File: src/hw/bsmw_defs.svh
`ifndef BSMW_DEFS_SVH
`define BSMW_DEFS_SVH
// dword offsets (byte addresses)
`define BSMW_OFF_SECSTAT 8'h1C
`define BSMW_OFF_MEMWIN 8'h20
`define BSMW_OFF_PFWIN 8'h24
`define BSMW_OFF_PFBASEHI 8'h28
`define BSMW_OFF_PFLIMHI 8'h2C
`define BSMW_OFF_CMD 8'h04
// secondary status bits within the 0x1C dword
`define BSMW_BIT_66MHZ 21
`define BSMW_BIT_FB2B 23
`define BSMW_BIT_MDPERR 24
`define BSMW_DEVSEL_LO 25
`define BSMW_DEVSEL_HI 26
`define BSMW_DEVSEL_MEDIUM 2'h1
`define BSMW_BIT_STABORT 27
`define BSMW_BIT_RTABORT 28
`define BSMW_BIT_RMABORT 29
`define BSMW_BIT_RSERR 30
`define BSMW_BIT_DPERR 31
// command register bit
`define BSMW_BIT_PERRRSP 6
// window fields
`define BSMW_BASE_LO 4
`define BSMW_BASE_HI 15
`define BSMW_LIM_LO 20
`define BSMW_LIM_HI 31
`define BSMW_PF64_NIB 4'h1
`define BSMW_LOW20_ZERO 20'h00000
`define BSMW_LOW20_ONES 20'hFFFFF
`endif

File: src/hw/bsmw_pkg.sv
package bsmw_pkg;
  typedef logic [11:0] bsmw_field_t;
  typedef logic [63:0] bsmw_addr_t;
endpackage

File: src/hw/bsmw_regs.sv
// Overview of operation
// [RULE_01] status bit 21 reads one, 66MHz
// [RULE_02] status bit 23 reads zero, fast b2b
// [RULE_03] bit 24 sets on parity error, response enabled
// [RULE_04] bits 26:25 read 01, medium decode
// [RULE_05] bit 27 sets on signalled target abort
// [RULE_06] bit 28 sets on received target abort
// [RULE_07] bit 29 sets on received master abort
// [RULE_08] bit 30 sets on secondary system error
// [RULE_09] bit 31 sets on detected parity error
// [RULE_10] memory base/limit low nibbles read zero
// [RULE_11] memory base gives window bottom bits 31:20
// [RULE_12] memory limit gives top, low bits ones
// [RULE_13] memory window decides forwarding
// [RULE_14] prefetch low nibbles read 0001, 64-bit
// [RULE_15] prefetch base gives bottom bits 31:20
// [RULE_16] prefetch limit gives top, low bits ones
// [RULE_17] prefetch window decides forwarding
// [RULE_18] upper halves extend prefetch decode to 64
// [RULE_19] inside means base <= addr <= limit
// [RULE_20] write zero keeps flags, reserved read zero
//
// Local design decision: the plain strobed port.
`timescale 1ns/1ps
`default_nettype none
`include "bsmw_defs.svh"
module bsmw_regs (
  input wire logic clock,
  input wire logic rst,
  input wire logic [7:0] regAddr,
  input wire logic [31:0] regWdata,
  input wire logic regWrite,
  input wire logic regRead,
  output logic [31:0] regRdata,
  input wire logic secondary_parity_error_n,
  input wire logic secondary_system_error_n,
  input wire logic targetAbortSignaled,
  input wire logic targetAbortReceived,
  input wire logic masterAbortReceived,
  input wire logic parityErrorDetected,
  input wire logic [63:0] txnAddr,
  input wire logic txnIs64,
  output logic memWindowHit,
  output logic prefetchWindowHit,
  output logic forwardHit
);
  logic [1:0] perrSync_q;
  logic [1:0] serrSync_q;
  logic [7:0] cmd_q;
  logic [4:0] flags_q;
  logic mdperr_q;
  bsmw_pkg::bsmw_field_t memBase_q, memLimit_q, pfBase_q, pfLimit_q;
  logic [31:0] pfBaseHi_q, pfLimitHi_q;
  logic wrStat, wrMem, wrPf, wrCmd;
  bsmw_pkg::bsmw_addr_t memLo, memHi, pfLo, pfHi, addrEff;
  logic [31:0] statWord, memWord, pfWord;

  // pins are asynchronous to the register clock
  always_ff @(posedge clock) begin
    if (rst) begin
      perrSync_q <= 2'h3;
      serrSync_q <= 2'h3;
    end else begin
      perrSync_q <= {perrSync_q[0], secondary_parity_error_n};
      serrSync_q <= {serrSync_q[0], secondary_system_error_n};
    end
  end

  assign wrStat = regWrite && (regAddr == `BSMW_OFF_SECSTAT);
  assign wrMem = regWrite && (regAddr == `BSMW_OFF_MEMWIN);
  assign wrPf = regWrite && (regAddr == `BSMW_OFF_PFWIN);
  assign wrCmd = regWrite && (regAddr == `BSMW_OFF_CMD);

  // command low byte, holds parity error response
  always_ff @(posedge clock) begin
    if (rst) begin
      cmd_q <= 8'h00;
    end else if (wrCmd) begin
      cmd_q <= regWdata[7:0];
    end
  end

  // set wins over a same-cycle write-one clear
  always_ff @(posedge clock) begin
    if (rst) begin
      mdperr_q <= 1'b0;
    end else begin
      mdperr_q <= (mdperr_q && !(wrStat && regWdata[`BSMW_BIT_MDPERR]))
        || (!perrSync_q[1] && cmd_q[`BSMW_BIT_PERRRSP]); // [RULE_03] [RULE_20]
    end
  end

  // flags_q order: 27 .. 31
  always_ff @(posedge clock) begin
    if (rst) begin
      flags_q <= 5'h00;
    end else begin
      flags_q <= (flags_q & ~(wrStat ? regWdata[`BSMW_BIT_DPERR:`BSMW_BIT_STABORT] : 5'h00)) // [RULE_20]
        | {parityErrorDetected, // [RULE_09]
           !serrSync_q[1], // [RULE_08]
           masterAbortReceived, // [RULE_07]
           targetAbortReceived, // [RULE_06]
           targetAbortSignaled}; // [RULE_05]
    end
  end

  always_ff @(posedge clock) begin
    if (rst) begin
      memBase_q <= 12'h000;
      memLimit_q <= 12'h000;
    end else if (wrMem) begin
      memBase_q <= regWdata[`BSMW_BASE_HI:`BSMW_BASE_LO]; // [RULE_11]
      memLimit_q <= regWdata[`BSMW_LIM_HI:`BSMW_LIM_LO]; // [RULE_12]
    end
  end

  always_ff @(posedge clock) begin
    if (rst) begin
      pfBase_q <= 12'h000;
      pfLimit_q <= 12'h000;
    end else if (wrPf) begin
      pfBase_q <= regWdata[`BSMW_BASE_HI:`BSMW_BASE_LO]; // [RULE_15]
      pfLimit_q <= regWdata[`BSMW_LIM_HI:`BSMW_LIM_LO]; // [RULE_16]
    end
  end

  always_ff @(posedge clock) begin
    if (rst) begin
      pfBaseHi_q <= 32'h00000000;
      pfLimitHi_q <= 32'h00000000;
    end else begin
      if (regWrite && (regAddr == `BSMW_OFF_PFBASEHI)) begin
        pfBaseHi_q <= regWdata; // [RULE_18]
      end
      if (regWrite && (regAddr == `BSMW_OFF_PFLIMHI)) begin
        pfLimitHi_q <= regWdata; // [RULE_18]
      end
    end
  end

  // inclusive compare at both ends
  function automatic logic inWindow(input bsmw_pkg::bsmw_addr_t a, input bsmw_pkg::bsmw_addr_t lo,
                                    input bsmw_pkg::bsmw_addr_t hi);
    inWindow = (a >= lo) && (a <= hi); // [RULE_19]
  endfunction

  // memory window is 32-bit only, so upper bits must be zero
  assign memLo = {32'h00000000, memBase_q, `BSMW_LOW20_ZERO}; // [RULE_11]
  assign memHi = {32'h00000000, memLimit_q, `BSMW_LOW20_ONES}; // [RULE_12]
  assign pfLo = {pfBaseHi_q, pfBase_q, `BSMW_LOW20_ZERO}; // [RULE_15] [RULE_18]
  assign pfHi = {pfLimitHi_q, pfLimit_q, `BSMW_LOW20_ONES}; // [RULE_16] [RULE_18]
  assign addrEff = txnIs64 ? txnAddr : {32'h00000000, txnAddr[31:0]};

  // base above limit yields an empty window, which disables it
  assign memWindowHit = inWindow(addrEff, memLo, memHi); // [RULE_13]
  assign prefetchWindowHit = inWindow(addrEff, pfLo, pfHi); // [RULE_17]
  assign forwardHit = memWindowHit || prefetchWindowHit; // [RULE_13] [RULE_17]

  always_comb begin
    statWord = 32'h00000000; // [RULE_20]
    statWord[`BSMW_BIT_66MHZ] = 1'b1; // [RULE_01]
    statWord[`BSMW_BIT_FB2B] = 1'b0; // [RULE_02]
    statWord[`BSMW_BIT_MDPERR] = mdperr_q;
    statWord[`BSMW_DEVSEL_HI:`BSMW_DEVSEL_LO] = `BSMW_DEVSEL_MEDIUM; // [RULE_04]
    statWord[`BSMW_BIT_DPERR:`BSMW_BIT_STABORT] = flags_q;
  end

  assign memWord = {memLimit_q, 4'h0, memBase_q, 4'h0}; // [RULE_10]
  assign pfWord = {pfLimit_q, `BSMW_PF64_NIB, pfBase_q, `BSMW_PF64_NIB}; // [RULE_14]

  // unmapped addresses read zero
  always_ff @(posedge clock) begin
    if (rst) begin
      regRdata <= 32'h00000000;
    end else if (regRead) begin
      case (regAddr)
        `BSMW_OFF_CMD: regRdata <= {24'h000000, cmd_q};
        `BSMW_OFF_SECSTAT: regRdata <= statWord;
        `BSMW_OFF_MEMWIN: regRdata <= memWord;
        `BSMW_OFF_PFWIN: regRdata <= pfWord;
        `BSMW_OFF_PFBASEHI: regRdata <= pfBaseHi_q;
        `BSMW_OFF_PFLIMHI: regRdata <= pfLimitHi_q;
        default: regRdata <= 32'h00000000;
      endcase
    end else begin
      regRdata <= 32'h00000000;
    end
  end
endmodule // bsmw_regs
`default_nettype wire

File: config.mk
export PLATFORM = sky130hd
export DESIGN_NAME = bsmw_regs
export DESIGN_NICKNAME = d
export VERILOG_FILES = /design/src/hw/bsmw_pkg.sv /design/src/hw/bsmw_regs.sv
export VERILOG_INCLUDE_DIRS = /design/src /design/src/hw
export SDC_FILE = /design/constraint.sdc
export NUM_CORES = 1
export LEC_CHECK = 0
export BUFFER_PORTS_ARGS = -buffer_cell sky130_fd_sc_hd__buf_2
export CAP_MARGIN = 10
export CORE_ASPECT_RATIO = 1.75
export CORE_MARGIN = 2
export CORE_UTILIZATION = 50
export CTS_BUF_LIST = sky130_fd_sc_hd__clkbuf_2
export DETAILED_ROUTE_END_ITERATION = 16
export MAX_ROUTING_LAYER = met4
export PLACE_DENSITY = 0.72
export SYNTH_ARGS = -nofsm -noshare
export SYNTH_HDL_FRONTEND = slang
export SYNTH_SLANG_ARGS = --single-unit
File: constraint.sdc
create_clock -name clock -period 6.7 [get_ports clock]
set_input_delay 0.335 -clock clock [delete_from_list [all_inputs] [get_ports clock]]
set_output_delay 0.335 -clock clock [all_outputs]
set_load 0.005 [all_outputs]
=== Word level (Yosys, flattened, before mapping) ===
Index checks and enable logic that the tools add are counted.

* Input bits: 115
* Bits in registers: 162
* Output and inout bits: 35

* Eq/ne operators: 6
* Bitwise logic cells: 4
* Mux-type cells: 3
* Reductions and logical operators: 17
* Order comparisons: 4

{| class="wikitable"
|+ Operators by type and width
! cell !! number
|-
| $pmux W32 S6 || 1
|-
| $ge A64 B32 Y1 || 1
|-
| $ge A64 B64 Y1 || 1
|-
| $le A64 B32 Y1 || 1
|-
| $le A64 B64 Y1 || 1
|-
| $mux W64 || 1
|-
| $eq A8 B6 Y1 const B || 4
|-
| $logic_and A1 B1 Y1 || 11
|-
| $eq A8 B3 Y1 const B || 1
|-
| $eq A8 B5 Y1 const B || 1
|-
| $and A5 B5 Y5 || 1
|-
| $mux W5 || 1
|-
| $not A5 Y5 || 1
|-
| $or A5 B5 Y5 || 1
|-
| $logic_not A1 Y1 || 3
|-
| $logic_or A1 B1 Y1 || 2
|-
| $reduce_or A2 Y1 || 1
|-
| $not A1 Y1 || 1
|}

=== Depth between registers and ports, before layout ===
* Word-level depth: 6
* Depth in mapped cells: 12
* Gate-level depth less buffers: 10

=== Worst setup path after synthesis ===
No wires, ideal clock.

* Path kind: input to output
* Start point: input txnIs64
* End point: output forwardHit
* Stages: 12
* Path slack: 3,481 ps
* Required time: 6,365 ps
* Arrival: 2,884 ps
* Buffers on the path: 3
* Cell sequence: clkbuf_1 > clkbuf_1 > clkbuf_1 > and2_1 > ha_1 > and4_1 > nand2_1 > or4b_1 > or4_1 > o21a_1 > a21oi_2 > o22ai_1

* Longest elaborated chain between the ends: 4

{| class="wikitable"
|+ Ends and longest elaborated chain
! item !! line !! text
|-
| start, declared || bsmw_regs.sv:42 || <nowiki>input wire logic txnIs64,</nowiki>
|-
| $mux W64 * || bsmw_regs.sv:152 || <nowiki>assign addrEff = txnIs64 ? txnAddr : {32'h00000000, txnAddr[31:0]};</nowiki>
|-
| $ge A64 B32 Y1 (tied with other cells) || bsmw_regs.sv:144 || <nowiki>inWindow = (a >= lo) && (a <= hi);</nowiki>
|-
| $logic_and A1 B1 Y1 || bsmw_regs.sv:144 ||
|-
| $logic_or A1 B1 Y1 * || bsmw_regs.sv:157 || <nowiki>assign forwardHit = memWindowHit || prefetchWindowHit;</nowiki>
|-
| end, declared || bsmw_regs.sv:45 || <nowiki>output logic forwardHit</nowiki>
|}

Mark *: on every way between the ends. The rest lies on a longest branch, timed or not.

=== Worst setup path in the final report ===
* Start point: register pfLimitHi_q[23]
* End point: output forwardHit

* Longest elaborated chain between the ends: 3

{| class="wikitable"
|+ Ends and longest elaborated chain
! item !! line !! text
|-
| start, declared || bsmw_regs.sv:53 || <nowiki>logic [31:0] pfBaseHi_q, pfLimitHi_q;</nowiki>
|-
| start signal, assigned || bsmw_regs.sv:136 || <nowiki>pfLimitHi_q <= regWdata;</nowiki>
|-
| $le A64 B64 Y1 || bsmw_regs.sv:144 ||
|-
| $logic_and A1 B1 Y1 || bsmw_regs.sv:144 ||
|-
| $logic_or A1 B1 Y1 || bsmw_regs.sv:157 ||
|}

Every way passes these cells.

==> flow_summary.yaml <==
run_status:
  run_status: "finished, final reports clean"
timing:
  rsz0062_at_grt: "false"
  fin_skew_ns: 0.0385
  hold_viol_final: 0
  fmax_mhz: 261
  fin_setup_tns_ns: 0
  worst_pin_slew_ns: 1.27
  fin_crit_ns: 3.83
  maxSlewHeadroom_pct: 15.1
  setup_viol: 0
  maxSlewViolCount: 0
  fin_crit_sh_pct: 57.1
routing:
  wl_um: 30400
  drt_iter0_drc: 568
  firstDrtPassIters: 6
  num_vias: 9326
  via_per_inst: 5.74
  remaining_drc_errors: 0
  drtAntennaViolNets: 0
  wire_per_inst_um: 18.7
logic_synthesis:
  synth_async_sr_flop_share_pct: 0
  synth_area_leaders: "dfxtp_1 (35%), ha_1 (15%), nand2_1 (12%)"
  avgSynthCellArea_um2: 7.61
  yosysWarnings: 0
  synth-simple-area-share_pct: 22.2
  synth_top_family_by_area: "simple AND/OR/NAND/NOR gates"
  ys_seq_elements: 162
  synth_edf_count: 0
  synth_most_common_cell: "nand2_1"
  synthesis.area_um2: 9220
  synth_fa_ha_area_share_pct: 14.6
  synthTopCellsByCount: "nand2_1 (284), a21oi_1 (172), dfxtp_1 (162)"
  synth_mux_area_share_pct: 1.30
  synth_top_area_share_pct: 35.2
  synth_xor_area_share_pct: 0.380
  synthCells: 1212
  synth-seq-area-share_pct: 35.2
  synth_flop_cell: "dfxtp_1"
  synth_compound_area_share_pct: 19.0
  yosysUniqueCellTypes: 54
  syn-num-nets: 1434
  yosysTopAreaCell: "dfxtp_1"
clock_network:
  holdBufCountCts: 47
  cts_resized: 0
  cts_root_buffer: "clkbuf_2"
  numClockSinks: 162
  cts_buffer_depth: 2
  clk_pin_slew_ns: 0.29
  cts_max_level: 4
  cts_setup_buffers: 0
  insertion_delay_ns: 0.81
  cts_buffers: 17
  cts_tree: "built"
global_route:
  grt_pass1_wl_um: 46600
  antenna_found_initial: 1
  grt_overflow: 0
  grt_pass1_vias: 8983
  grt_use_total_pct: 31.6
  grt_max_degree: 99
final_layout:
  fillers: 1724
  layout-drive-gt1-share_pct: 14.7
  finalNetCount: 1598
  areaGrowthSynthToFinish_pct: 17.3
  fin_util_pct: 59.9
  final_cells: 1624
floorplan:
  die_x_um: 107
  initial_core_util_pct: 51.1
  dieArea_um2: 19600
  core_um2: 18100
  io_pins: 150
  rows: 65
  die_h_um: 184
critical_path:
  endpoint_kind: "primary output"
  start_kind: "flip-flop"
  cp_data_arrival_time_ns: 3.49
  path_class: "flip-flop to primary output"
  critical_path_required_ns: 6.36
  crit_fanout: 3
run:
  drv_cap: 0
placement:
  port_buffers: 149
  dp_hpwl_um: 22500
  dp_cells: 1544
  gp_congestion: 1.01
pwr:
  ir_drop_uv: 119
  powerDensity_nw_per_um2: 159
  leakage_uw: 0.00406
min_path:
  hold_path.class: "input port to flip-flop"
## layout by cell type (no fill, tap or decap), types with 5 or more instances in the layout
cell / synthesis / routed
inv_1: 115 / 115
nor4_1: 16 / 16
o21ai_0: 12 / 12
buf_2: 3 / 148
clkinv_4: 0 / 5
buf_4: 0 / 13
and2_1: 31 / 31
dlygate4sd3_1: 0 / 47
a31oi_1: 13 / 13
dfxtp_1: 162 / 162
o22ai_1: 14 / 14
a221oi_1: 6 / 6
and4_1: 5 / 5
ha_1: 107 / 107
nor2_1: 34 / 34
o22a_1: 6 / 6
mux2i_1: 12 / 12
a22oi_1: 28 / 28
a21oi_1: 172 / 172
a21o_1: 20 / 20
nor2b_1: 5 / 5
nand3_1: 26 / 26
nand4_1: 23 / 23
clkbuf_2: 0 / 17
nand2_1: 284 / 284
and3_1: 10 / 10
## worst max-delay path, stage by stage (launching register included)
cell and delay [ns]:
dfxtp_1 0.43, inv_1 0.07, ha_1 0.31, and3_1 0.19, nand3_1 0.13, or4b_1 0.56
or4_1 0.44, o21a_1 0.19, a21oi_2 0.14, o22ai_1 0.09, buf_2 0.15
## area by class of cell
cell class	count	area [um2]	area share, %
repair buffers	208	1310	12.1
well taps	234	293	2.71
flip-flops and latches	162	3240	30.0
clock buffers	17	85.1	0.787
multi-input cells	871	5320	49.2
diodes	1	2.50	0.0231
clock inverters	15	128	1.18
inverters	116	435	4.03
## flip-flops by register name (all words and copies together) (netlist names)
register and cells:
memLimit_q 12, flags_q 5, perrSync_q 2, pfBase_q 12, cmd_q 8, pfBaseHi_q 32, pfLimitHi_q 32, regRdata 32
serrSync_q 2, mdperr_q 1, pfLimit_q 12, memBase_q 12
## layer usage
layer	routed length [um]	track usage (%)	vias to the layer above
met1	11900	35.4	4342
li1	-	-	4490
met5	0	-	-
met3	1780	3.93	106
met2	15000	53.2	388
met4	1720	19.1	0
## report_power, final
part           switching [uW]  internal (uW)
logic                     137            108
clock network             393            109
registers                2.37            971
## cells by family (layout without fill, tap and decap cells)
family / Yosys count / count (layout)
flops: 162 / 162
compound gates: 295 / 295
simple gates: 452 / 452
fa+ha+maj: 108 / 108
other cells: 0 / 1
xor+xnor: 4 / 4
buf+inv: 179 / 356
mux: 12 / 12
## per-stage QoR
step / area [um2] / hold WS [ns] / total power [uW] / setup slack [ns]
6_report: 10800 / 0.0251 / 1720 / 2.87
5_1_grt: 10800 / 0.0415 / 1780 / 2.74
4_1_cts: 10800 / 0.00584 / 1720 / 2.90
3_5_place_dp: 10100 / 0.395 / 1210 / 3.28
3_3_place_gp: 10100 / 0.389 / 1210 / 3.36
2_1_floorplan: 9220 / 0.385 / 1110 / 3.48
## final timing paths
check,from,to,slack (ns),cells past startpoint
max,pfLimitHi_q[23],forwardHit,2.87,10
min,regAddr[4],cmd_q[1],0.03,5
max reg2reg,pfLimitHi_q[1],pfLimitHi_q[1],5.38,3
min reg2reg,serrSync_q[1],flags_q[3],0.43,1
Note: power is estimated with default switching activity, not from simulation.
